===== src/design/tc_defs.svh =====
`ifndef TC_DEFS_SVH
`define TC_DEFS_SVH

// ----------------------------------------------------------------
// Register addresses
// ----------------------------------------------------------------
`define TC_CTRL_ADDR   8'hC8
`define TC_MODE_ADDR   8'hC9
`define TC_CNTH_ADDR   8'hCD
// Bit addresses of the control register are base + bit index
`define TC_BIT_BASE    8'hC8

// ----------------------------------------------------------------
// Reset values
// ----------------------------------------------------------------
`define TC_CTRL_RESET  8'h00
`define TC_MODE_RESET  2'h0
`define TC_COUNT_RESET 16'h0000

// ----------------------------------------------------------------
// Control register fields
// ----------------------------------------------------------------
`define TC_OVF_BIT     7
`define TC_EXT_BIT     6
`define TC_RXSEL_BIT   5
`define TC_TXSEL_BIT   4
`define TC_TRGEN_BIT   3
`define TC_RUN_BIT     2
`define TC_CSEL_BIT    1
`define TC_CAPSEL_BIT  0

// ----------------------------------------------------------------
// Mode register fields
// ----------------------------------------------------------------
`define TC_CLKOUT_BIT  1
`define TC_UPDN_BIT    0

// ----------------------------------------------------------------
// Counting rates and limits
// ----------------------------------------------------------------
`define TC_TIMER_DIV   3'h6
`define TC_FAST_DIV    3'h2
`define TC_COUNT_MAX   16'hFFFF

`endif


===== src/design/tc_pkg.sv =====
`include "tc_defs.svh"

package tc_pkg;

  typedef enum logic [1:0] {TC_CAPTURE, TC_RELOAD, TC_UPDOWN, TC_BAUD} tc_mode_type;

  // Baud use overrides capture, and capture overrides up/down counting
  function automatic tc_mode_type tc_decode_mode(input logic [7:0] ctrl, input logic [1:0] mode_bits);
    tc_mode_type m;
    m = TC_RELOAD;
    if (ctrl[`TC_RXSEL_BIT] || ctrl[`TC_TXSEL_BIT])
      m = TC_BAUD;
    else if (ctrl[`TC_CAPSEL_BIT])
      m = TC_CAPTURE;
    else if (mode_bits[`TC_UPDN_BIT])
      m = TC_UPDOWN;
    return m;
  endfunction

endpackage


===== src/design/tc_tick_if.sv =====
`timescale 1ns/1ns

interface tc_tick_if;
  logic tick;
  logic trig_fall;
  logic counter_select;
  logic fast;

  modport gen
  (
    input  counter_select,
    input  fast,
    output tick,
    output trig_fall
  );

  modport core
  (
    output counter_select,
    output fast,
    input  tick,
    input  trig_fall
  );
endinterface


===== src/design/tc_core.sv =====
`timescale 1ns/1ns
`include "tc_defs.svh"

// Notes on behaviour
// - Overflow flag set on each count overflow outside baud use; only software clears it.
// - Overflow flag is not set while either baud select bit is set.
// - A set external-event flag raises the timer interrupt request.
// - Each baud select picks this timer's overflow over the other timer's.
// - Counter select picks internal clock divided by six (by two in baud or clock-out use) or count-pin falling edges.
// - Clock-output enable makes the shared pin drive the generated clock.
// - Up/down enable lets the trigger pin level set direction outside capture mode and baud use; high is up.
// - Counting up, overflow at all ones loads the reload value, except in capture mode, where the count wraps to zero.
// - Upper six mode bits are reserved; software must write them as zero.
// - Control register resets to zero and accepts single-bit set and clear.
// - Mode register resets its low two bits and takes whole bytes only.
// - Count high byte is readable and writable; resets to zero.
module tc_core
  import tc_pkg::*;
(
  input  wire logic        clock_i,
  input  wire logic        sys_rst_i,
  input  wire logic [7:0]  sfr_addr_i,
  input  wire logic        sfr_wr_i,
  input  wire logic        sfr_rd_i,
  input  wire logic [7:0]  sfr_wdata_i,
  output logic      [7:0]  sfr_rdata_o,
  input  wire logic        bit_wr_i,
  input  wire logic [7:0]  bit_addr_i,
  input  wire logic        bit_val_i,
  input  wire logic        external_count_pin_i,
  output logic             external_count_pin_o,
  output logic             external_count_pin_oe_o,
  input  wire logic        trigger_direction_pin_i,
  input  wire logic [15:0] reload_value_i,
  input  wire logic        count_low_wr_i,
  input  wire logic [7:0]  count_low_wdata_i,
  output logic      [7:0]  count_low_o,
  output logic             capture_o,
  output logic      [15:0] capture_value_o,
  output logic             timer_ovf_o,
  input  wire logic        timer1_ovf_i,
  output logic             rx_baud_clk_o,
  output logic             tx_baud_clk_o,
  output logic             timer_irq_o
);

  // ----------------------------------------------------------------
  // State
  // ----------------------------------------------------------------
  logic [7:0]  ctrl;
  logic [1:0]  mode_bits;
  logic [15:0] count;
  logic [7:0]  sw_ctrl;
  logic [7:0]  next_ctrl;
  logic [15:0] next_count;
  tc_mode_type mode;
  tc_tick_if   evt();

  logic wr_ctrl;
  logic wr_mode;
  logic wr_cnth;
  logic bit_hit;
  logic run;
  logic dir_up;
  logic step;
  logic ovf_evt;
  logic trig_evt;

  assign mode     = tc_decode_mode(ctrl, mode_bits);
  assign run      = ctrl[`TC_RUN_BIT];
  assign wr_ctrl  = sfr_wr_i && (sfr_addr_i == `TC_CTRL_ADDR);
  assign wr_mode  = sfr_wr_i && (sfr_addr_i == `TC_MODE_ADDR);
  assign wr_cnth  = sfr_wr_i && (sfr_addr_i == `TC_CNTH_ADDR);
  assign bit_hit  = bit_wr_i && (bit_addr_i[7:3] == 5'(`TC_BIT_BASE >> 3));

  // ----------------------------------------------------------------
  // Event sources
  // ----------------------------------------------------------------
  // Baud and clock-out use count at the fast internal rate
  assign evt.counter_select = ctrl[`TC_CSEL_BIT];
  assign evt.fast = (mode == TC_BAUD) || (mode_bits[`TC_CLKOUT_BIT] && !ctrl[`TC_CSEL_BIT]);

  tc_tick_gen u_tick_gen
  (
    .clock_i                 (clock_i),
    .sys_rst_i               (sys_rst_i),
    .evt                     (evt),
    .external_count_pin_i    (external_count_pin_i),
    .trigger_direction_pin_i (trigger_direction_pin_i)
  );

  assign dir_up   = (mode != TC_UPDOWN) || trigger_direction_pin_i;
  assign step     = evt.tick && run;
  assign ovf_evt  = step && (dir_up ? (count == `TC_COUNT_MAX) : (count == reload_value_i));
  // Up/down mode ignores the trigger enable, the pin only steers direction
  assign trig_evt = evt.trig_fall && ctrl[`TC_TRGEN_BIT] && (mode != TC_UPDOWN);

  // ----------------------------------------------------------------
  // Control register
  // ----------------------------------------------------------------
  always_comb
  begin
    sw_ctrl = ctrl;
    if (wr_ctrl)
      sw_ctrl = sfr_wdata_i;
    if (bit_hit)
      sw_ctrl[bit_addr_i[2:0]] = bit_val_i;
  end

  // Hardware sets win over a software clear in the same cycle
  always_comb
  begin
    next_ctrl = sw_ctrl;
    if (ovf_evt && (mode != TC_BAUD))
      next_ctrl[`TC_OVF_BIT] = 1'b1;
    if (mode == TC_UPDOWN)
    begin
      if (ovf_evt)
        next_ctrl[`TC_EXT_BIT] = ~ctrl[`TC_EXT_BIT];
    end
    else if (trig_evt)
      next_ctrl[`TC_EXT_BIT] = 1'b1;
  end

  always_ff @(posedge clock_i or posedge sys_rst_i)
  begin
    if (sys_rst_i)
      ctrl <= `TC_CTRL_RESET;
    else
      ctrl <= next_ctrl;
  end

  // ----------------------------------------------------------------
  // Mode register
  // ----------------------------------------------------------------
  // Reserved bits are not stored, so they read back as zero
  always_ff @(posedge clock_i or posedge sys_rst_i)
  begin
    if (sys_rst_i)
      mode_bits <= `TC_MODE_RESET;
    else if (wr_mode)
      mode_bits <= sfr_wdata_i[1:0];
  end

  // ----------------------------------------------------------------
  // Count
  // ----------------------------------------------------------------
  always_comb
  begin
    next_count = count;
    if (step)
    begin
      unique case (mode)
        TC_CAPTURE:
          next_count = count + 16'h0001;
        TC_RELOAD, TC_BAUD:
          next_count = ovf_evt ? reload_value_i : count + 16'h0001;
        TC_UPDOWN:
          if (dir_up)
            next_count = ovf_evt ? reload_value_i : count + 16'h0001;
          else
            next_count = ovf_evt ? `TC_COUNT_MAX : count - 16'h0001;
      endcase
    end
    if (trig_evt && (mode == TC_RELOAD))
      next_count = reload_value_i;
    // Software writes override the count in the cycle they land
    if (wr_cnth)
      next_count[15:8] = sfr_wdata_i;
    if (count_low_wr_i)
      next_count[7:0] = count_low_wdata_i;
  end

  always_ff @(posedge clock_i or posedge sys_rst_i)
  begin
    if (sys_rst_i)
      count <= `TC_COUNT_RESET;
    else
      count <= next_count;
  end

  assign count_low_o = count[7:0];

  // ----------------------------------------------------------------
  // Capture and overflow outputs
  // ----------------------------------------------------------------
  always_ff @(posedge clock_i or posedge sys_rst_i)
  begin
    if (sys_rst_i)
    begin
      capture_o       <= 1'b0;
      capture_value_o <= `TC_COUNT_RESET;
    end
    else
    begin
      capture_o <= trig_evt && (mode == TC_CAPTURE);
      if (trig_evt && (mode == TC_CAPTURE))
        capture_value_o <= count;
    end
  end

  always_ff @(posedge clock_i or posedge sys_rst_i)
  begin
    if (sys_rst_i)
      timer_ovf_o <= 1'b0;
    else
      timer_ovf_o <= ovf_evt;
  end

  assign rx_baud_clk_o = ctrl[`TC_RXSEL_BIT] ? timer_ovf_o : timer1_ovf_i;
  assign tx_baud_clk_o = ctrl[`TC_TXSEL_BIT] ? timer_ovf_o : timer1_ovf_i;
  assign timer_irq_o   = ctrl[`TC_OVF_BIT] || ctrl[`TC_EXT_BIT];

  // ----------------------------------------------------------------
  // Clock output pin
  // ----------------------------------------------------------------
  tc_clk_out u_clk_out
  (
    .clock_i   (clock_i),
    .sys_rst_i (sys_rst_i),
    .enable_i  (mode_bits[`TC_CLKOUT_BIT]),
    .toggle_i  (ovf_evt),
    .pin_o     (external_count_pin_o)
  );

  assign external_count_pin_oe_o = mode_bits[`TC_CLKOUT_BIT];

  // ----------------------------------------------------------------
  // Register read
  // ----------------------------------------------------------------
  // Read data lands one cycle after the strobe; unmapped reads return zero
  always_ff @(posedge clock_i or posedge sys_rst_i)
  begin
    if (sys_rst_i)
      sfr_rdata_o <= 8'h00;
    else if (sfr_rd_i)
    begin
      case (sfr_addr_i)
        `TC_CTRL_ADDR: sfr_rdata_o <= ctrl;
        `TC_MODE_ADDR: sfr_rdata_o <= {6'h00, mode_bits};
        `TC_CNTH_ADDR: sfr_rdata_o <= count[15:8];
        default:       sfr_rdata_o <= 8'h00;
      endcase
    end
  end

  // ----------------------------------------------------------------
  // Checks
  // ----------------------------------------------------------------
  logic sw_touch;
  assign sw_touch = wr_ctrl || bit_hit;
endmodule


===== src/design/tc_tick_gen.sv =====
`timescale 1ns/1ns
`include "tc_defs.svh"

module tc_tick_gen
  import tc_pkg::*;
(
  input  wire logic clock_i,
  input  wire logic sys_rst_i,
  tc_tick_if.gen    evt,
  input  wire logic external_count_pin_i,
  input  wire logic trigger_direction_pin_i
);

  logic [2:0] prescale;
  logic [2:0] div_last;
  logic       pin_q;
  logic       trig_q;

  assign div_last = evt.fast ? (`TC_FAST_DIV - 3'h1) : (`TC_TIMER_DIV - 3'h1);

  // ----------------------------------------------------------------
  // Internal divider
  // ----------------------------------------------------------------
  // Greater-or-equal guards a switch from the slow to the fast rate
  always_ff @(posedge clock_i or posedge sys_rst_i)
  begin
    if (sys_rst_i)
      prescale <= 3'h0;
    else if (prescale >= div_last)
      prescale <= 3'h0;
    else
      prescale <= prescale + 3'h1;
  end

  // ----------------------------------------------------------------
  // Pin edge detection
  // ----------------------------------------------------------------
  always_ff @(posedge clock_i or posedge sys_rst_i)
  begin
    if (sys_rst_i)
    begin
      pin_q  <= 1'b0;
      trig_q <= 1'b0;
    end
    else
    begin
      pin_q  <= external_count_pin_i;
      trig_q <= trigger_direction_pin_i;
    end
  end

  assign evt.tick      = evt.counter_select ? (pin_q & ~external_count_pin_i) : (prescale >= div_last);
  assign evt.trig_fall = trig_q & ~trigger_direction_pin_i;

endmodule


===== src/design/tc_clk_out.sv =====
`timescale 1ns/1ns

module tc_clk_out
(
  input  wire logic clock_i,
  input  wire logic sys_rst_i,
  input  wire logic enable_i,
  input  wire logic toggle_i,
  output logic      pin_o
);

  // Held low while disabled so the pin starts from a known phase
  always_ff @(posedge clock_i or posedge sys_rst_i)
  begin
    if (sys_rst_i)
      pin_o <= 1'b0;
    else if (!enable_i)
      pin_o <= 1'b0;
    else if (toggle_i)
      pin_o <= ~pin_o;
  end

endmodule


===== config.mk =====
export PLATFORM = sky130hd
export DESIGN_NAME = tc_core
export DESIGN_NICKNAME = d
export VERILOG_FILES = /design/src/design/tc_pkg.sv /design/src/design/tc_tick_if.sv /design/src/design/tc_core.sv /design/src/design/tc_tick_gen.sv /design/src/design/tc_clk_out.sv
export VERILOG_INCLUDE_DIRS = /design/src /design/src/design
export SDC_FILE = /design/constraint.sdc
export NUM_CORES = 1
export LEC_CHECK = 0
export BUFFER_PORTS_ARGS = -buffer_cell sky130_fd_sc_hd__buf_4
export CAP_MARGIN = 20
export CORE_MARGIN = 8
export CORE_UTILIZATION = 45
export DETAILED_ROUTE_END_ITERATION = 10
export PLACE_DENSITY = 0.69
export SETUP_SLACK_MARGIN = 0.15
export SKIP_CTS_REPAIR_TIMING = 1
export SYNTH_ARGS = -nofsm -noshare
export SYNTH_HDL_FRONTEND = slang
export SYNTH_SLANG_ARGS = --single-unit

===== constraint.sdc =====
create_clock -name clock_i -period 5.3 [get_ports clock_i]
set_clock_uncertainty 0.2 [all_clocks]
set_input_delay 1.325 -clock clock_i [delete_from_list [all_inputs] [get_ports clock_i]]
set_output_delay 1.325 -clock clock_i [all_outputs]
set_load 0.005 [all_outputs]

# Yosys cells after proc, flatten, opt, wreduce, memory -nomap -nowiden
# Cells that the tools add are included.
[word_totals]
regBits = 58
in_bits = 58
word_cells = 87
output_inout_bits = 39
[op_classes]
addsub = 3
bitwise = 6
n_reduce_logical = 22
n_eq_ne = 12
mux = 29
order_cmp = 3
[ops]
columns = ["operator", "n"]
rows = [
  ["2-to-1 mux 16 bit", 5],
  ["one-hot mux 16 bit (3 select lines)", 1],
  ["2-to-1 mux 8 bit", 4],
  ["== test 8 bit (second input constant)", 3],
  ["one-hot mux 8 bit (3 select lines)", 1],
  ["adder 16 x 1 -> 16 bit (second input constant)", 1],
  ["== test 16 bit", 1],
  ["== test 16 bit (second input constant)", 1],
  ["subtractor 16 x 1 -> 16 bit (second input constant)", 1],
  ["logical AND 1 bit", 13],
  ["2-to-1 mux 1 bit", 11],
  ["bitwise mux 8 bit", 1],
  ["2-to-1 mux 2 bit", 3],
  ["2-to-1 mux 3 bit", 2],
  ["nonzero test 3 bit", 2],
  ["== test 5 bit (second input constant)", 1],
  ["== test 2 bit (second input constant)", 2],
  ["logical OR 1 bit", 4],
  ["< comparator 3 x 4 -> 1 bit (second input constant)", 1],
  ["!= test 2 bit (second input constant)", 2],
  ["inverter 1 bit", 4],
  ["adder 3 x 1 -> 3 bit (second input constant)", 1],
  ["demux 1 bit (select 3 bit)", 1],
  ["greater-or-equal comparator 3 x 1 -> 1 bit (second input constant)", 1],
  ["other kinds (7)", 8],
]

# Longest topological paths before layout
[logic_depth]
word_depth = 16
depth_mapped = 14
depth_no_buf = 11

# By module
# Synthesis repeated with hierarchy kept, for this count alone.
[hier_totals]
cells_unflattened = 568
hier_area_um2 = 4809.6
[by_module_without_submodules]
columns = ["module", "area_per_inst_um2", "seq_area_each_um2", "cells_per_inst", "instances"]
rows = [
  ["tc_core", 4519.3, 1301.2, 543, 1],
  ["tc_tick_gen", 246.5, 125.1, 21, 1],
  ["tc_clk_out", 43.8, 25.0, 4, 1],
]

# Worst setup path after synthesis
# Ideal clock, no wire load.
[synth_timing]
path_type = "input to register"
from = "input external_count_pin_i"
to = "register count[2]"
t_arrival_ps = 3628
path_stages = 10
t_required_ps = 4974
setup_ps = 126
n_path_buf = 2
path_slack_ps = 1346
cell_sequence = "nand2b_1 > a221oi_1 > nand2_1 > a2111o_1 > buf_4 > or2_4 > buf_6 > o31a_1 > a221oi_1 > o21ai_1"
[synth_via]
elab_chain_len = 11
elab_cells_between_ends = 13
classes_between = "mux: 8; bitwise: 2; reduce/logical: 3"
[synth_rtl]
columns = ["element", "line_no", "source"]
rows = [
  ["from (decl)", "tc_core.sv:30", "input wire logic external_count_pin_i,"],
  ["inverter 1 bit (*)", "tc_tick_gen.sv:52", "assign evt.tick = evt.counter_select ? (pin_q & ~external_count_pin_i) : (prescale >= div_last);"],
  ["bitwise AND 1 bit (*)", "tc_tick_gen.sv:52", ""],
  ["2-to-1 mux 1 bit (*)", "tc_tick_gen.sv:52", ""],
  ["logical AND 1 bit (*)", "tc_core.sv:93", "assign step = evt.tick && run;"],
  ["logical AND 1 bit", "tc_core.sv:94", "assign ovf_evt = step && (dir_up ? (count == `TC_COUNT_MAX) : (count == reload_value_i));"],
  ["2-to-1 mux 16 bit, on equally long branches", "tc_core.sv:162, tc_core.sv:157, tc_core.sv:160", ""],
  ["2-to-1 mux 16 bit", "tc_core.sv:159", "if (dir_up)"],
  ["one-hot mux 16 bit (3 select lines)", "tc_core.sv:153", "unique case (mode)"],
  ["2-to-1 mux 16 bit", "tc_core.sv:151", "if (step)"],
  ["2-to-1 mux 16 bit", "tc_core.sv:165", "if (trig_evt && (mode == TC_RELOAD))"],
  ["2-to-1 mux 8 bit", "tc_core.sv:170", "if (count_low_wr_i)"],
  ["to (signal assigned)", "tc_core.sv:177", "count <= `TC_COUNT_RESET;"],
  ["to (signal assigned)", "tc_core.sv:179", "count <= next_count;"],
  ["to (decl)", "tc_core.sv:52", "logic [15:0] count;"],
]
# Mark *: on every way between the ends. The rest lies on a longest branch, timed or not. The select of a mux whose other input is x is not followed.
# A chain may end at the register's enable or synchronous reset.

# Worst setup path after layout
[layout_timing]
from = "register ctrl[0]"
to = "register count[5]"
[layout_via]
elab_chain_len = 15
elab_cells_between_ends = 26
classes_between = "order compare: 1; eq/ne: 4; mux: 12; reduce/logical: 9"
[layout_rtl]
columns = ["element", "line_no", "source"]
rows = [
  ["from (decl)", "tc_core.sv:50", "logic [7:0] ctrl;"],
  ["from (signal assigned)", "tc_core.sv:128", "ctrl <= `TC_CTRL_RESET;"],
  ["from (signal assigned)", "tc_core.sv:130", "ctrl <= next_ctrl;"],
  ["2-to-1 mux 2 bit (*)", "tc_pkg.sv:13", "else if (ctrl[`TC_CAPSEL_BIT])"],
  ["2-to-1 mux 2 bit (*)", "tc_pkg.sv:11", "if (ctrl[`TC_RXSEL_BIT] || ctrl[`TC_TXSEL_BIT])"],
  ["== test 2 bit", "tc_core.sv:81, tc_core.sv:153", ""],
  ["logical OR 1 bit", "tc_core.sv:81", "assign evt.fast = (mode == TC_BAUD) || (mode_bits[`TC_CLKOUT_BIT] && !ctrl[`TC_CSEL_BIT]);"],
  ["2-to-1 mux 3 bit", "tc_tick_gen.sv:19", "assign div_last = evt.fast ? (`TC_FAST_DIV - 3'h1) : (`TC_TIMER_DIV - 3'h1);"],
  ["greater-or-equal comparator 3 bit", "tc_tick_gen.sv:52", ""],
  ["2-to-1 mux 1 bit", "tc_tick_gen.sv:52", ""],
  ["logical AND 1 bit", "tc_core.sv:93", ""],
  ["logical AND 1 bit", "tc_core.sv:94", ""],
  ["2-to-1 mux 16 bit, on equally long branches", "tc_core.sv:162, tc_core.sv:157, tc_core.sv:160", ""],
  ["2-to-1 mux 16 bit", "tc_core.sv:159", ""],
  ["one-hot mux 16 bit (3 select lines)", "tc_core.sv:153", ""],
  ["2-to-1 mux 16 bit", "tc_core.sv:151", ""],
  ["2-to-1 mux 16 bit", "tc_core.sv:165", ""],
  ["2-to-1 mux 8 bit", "tc_core.sv:170", ""],
]
# Marked as above.

==> metrics.cfg <==
[status]
status=finished clean

[worst_setup_path]
crit_required_ps=5330
crit_arrival_ps=4300
start_kind=register
crit_type=register to register
crit_fanout=20
endpoint_kind=register

[routing]
wl_per_cell_um=20.99
drt_iter0_drc=582
ant_nets=0
drc=0
dr.pass1.iters=5
viasPerCell=6.130
drt-total-wl_mm=16.12
via_count=4708

[cells_and_area]
final_cells=768
layout.nets=690
diodes=0
layout_common_cells=102 x buf_4, 58 x dfrtp_1, 53 x nor2_1, 53 x nand2_1, 36 x o21ai_0
fin_util_pct=54.56
layout-drive-gt1-share_pct=24.53
layout_commonest_cell=buf_4
syn2layout_area_growth_pct=20.31
fillers=992

[floorplan]
initial_core_util_pct=45.35
core-area_um2=10090
std_cell_rows=37
die_x_um=116.9
ios=97
die_area_um2=13650
dieHeight_um=116.9

[sta]
rsz0062_at_grt=no
fmax_mhz=234.0
tns_ps=0
period_share_pct=80.64
hold_ws_ps=298.0
slew_headroom_pct=45.19
tightest_slew_ps=819.2
period_minus_slack_ps=4274
finalMaxSlewViolations=0
setup-violations-final=0
report.final.hold_viol_count=0

[logic_synthesis]
synth_cell_types=69
ys_warn_count=0
synth_edf_count=0
synthSimpleGateAreaFrac_pct=25.51
synth_cells=561
yosysSeqAreaShare_pct=31.71
syn_area_per_cell_um2=8.158
synth_compound_area_share_pct=20.07
synth_mux_area_share_pct=8.994
syn-num-nets=624
yosys_most_used_dff=dfrtp_1
synthAdderAreaFrac_pct=1.367
async_flop_share_pct=100.0
synth_xor_area_share_pct=5.741
syn_area_um2=4577
ys_ff_latch=58
synth_top_family_by_area=simple AND/OR/NAND/NOR gates

[pwr]
fin_total_pwr_mw=1.647
p_sw_uw=614.7
p_comb_share_pct=31.7
p_clk_share_pct=29.6
ir_drop_v=0.0001825
seqPwrFrac_pct=38.7
sw_frac_of_total_pct=37.33
pwr_density_cell_nw_per_um2=299.1
p_leak_nw=2.421
p_int_mw=1.032

[placement]
hpwl_mm=11.91
dp.cells=752
io_buffer_count=96
gp_congestion=0.9535

[clock_tree]
cts_buffers=9
path_clk_slew_ps=70
clk_root_buffer_cell=clkbuf_8
clk_latency_ps=340
tritoncts=done
clk_path_buf_depth=2
clock-sinks=58
cts_max_level=3

[global_route]
grt.total_usage_pct=23.92
grt_max_degree=59
grt-ovfl-total=0
antenna_found_initial=0
grt_pass1_vias=4422
grt_pass1_wl_mm=24.81

[flow_run]
maxCapViolCount=0

[hold_path]
hold_class=register to register

## path summary, 6_finish.rpt
path	startpoint	to	slack (ps)	cells past startpoint
worst max register to register	ctrl[0]	count[5]	1030	8
worst min-delay path	u_tick_gen.prescale[0]	u_tick_gen.prescale[0]	300	1
worst min register to register	u_tick_gen.prescale[0]	u_tick_gen.prescale[0]	300	1
worst max-delay path	ctrl[0]	count[5]	1030	8
min in group asynchronous	sys_rst_i	mode_bits[1]	1020	3
max in group asynchronous	sys_rst_i	u_tick_gen.trig_q	3380	3
## kinds of logic (layout without fill, tap and decap cells)
family,count (synthesis),after routing
XOR/XNOR,30,30
AND/OR/NAND/NOR,230,230
buffers and inverters,65,136
multiplexers,38,38
adder cells (fa/ha/maj),5,5
AO/OA/AOI/OAI,135,135
flip-flops,58,58
## critical path, stage by stage (launching register included)
cell      delay, ps
dfrtp_1         520
or4b_1          840
nor2_1          730
nand4_1         190
a2111o_1        550
or2_4           410
o311ai_0        410
o311a_1         240
o21ai_1          60
## routing by layer
metal	track usage (%)	vias up	wire length, um
li1	-	2165	-
met1	32.31	2216	6609
met2	36.73	283	7342
met3	6.003	44	1728
met4	7.423	0	439
met5	0	-	0
## through the flow
| stage | worst slack, ps | cell area, um2 |
|---|---|---|
| 2_1_floorplan | 1346 | 4577 |
| 3_3_place_gp | 966.8 | 5278 |
| 3_5_place_dp | 882.9 | 5278 |
| 4_1_cts | 1155 | 5507 |
| 5_1_grt | 866.5 | 5507 |
| 6_report | 1026 | 5507 |
## area by class of cell
class	count	area, um2	share of cell area [%]
repair buffers	102	765.7	13.91
flip-flops and latches	58	1451	26.36
multi-input cells	438	2823	51.26
inverters	18	67.56	1.227
clock inverters	4	73.82	1.341
clock buffers	12	155.1	2.818
well taps	136	170.2	3.090
## cell usage after synthesis (all sizes together), types with 9 or more instances
| library cell | n | area (um2) |
|---|---|---|
| dfrtp | 58 | 1451 |
| nor2 | 54 | 205.2 |
| nand2 | 53 | 198.9 |
| o21ai | 39 | 206.5 |
| clkbuf | 31 | 117.6 |
| nand3 | 29 | 145.1 |
| nor3 | 28 | 145.1 |
| a21oi | 25 | 125.1 |
| mux2 | 25 | 281.5 |
| xnor2 | 22 | 192.7 |
| inv | 18 | 67.56 |
| buf | 16 | 117.6 |
| mux2i | 13 | 130.1 |
| nand2b | 9 | 56.30 |
## registers in the layout, indices dropped and copies added (netlist names)
| register | count |
|---|---|
| capture_o | 1 |
| count | 16 |
| u_tick_gen.trig_q | 1 |
| capture_value_o | 16 |
| ctrl | 8 |
| u_clk_out.pin_o | 1 |
| timer_ovf_o | 1 |
| mode_bits | 2 |
| u_tick_gen.pin_q | 1 |
| sfr_rdata_o | 8 |
| u_tick_gen.prescale | 3 |
## power by group through the flow
stage	Clock [mW]	Sequential, mW	Combinational (mW)
after CTS	0.493	0.630	0.513
after global routing	0.518	0.645	0.575
after detailed placement	0	0.640	0.510
final	0.488	0.637	0.522
after floorplan	0	0.539	0.414
after global placement	0	0.639	0.505
No activity file was read; power rests on OpenSTA's default activity.
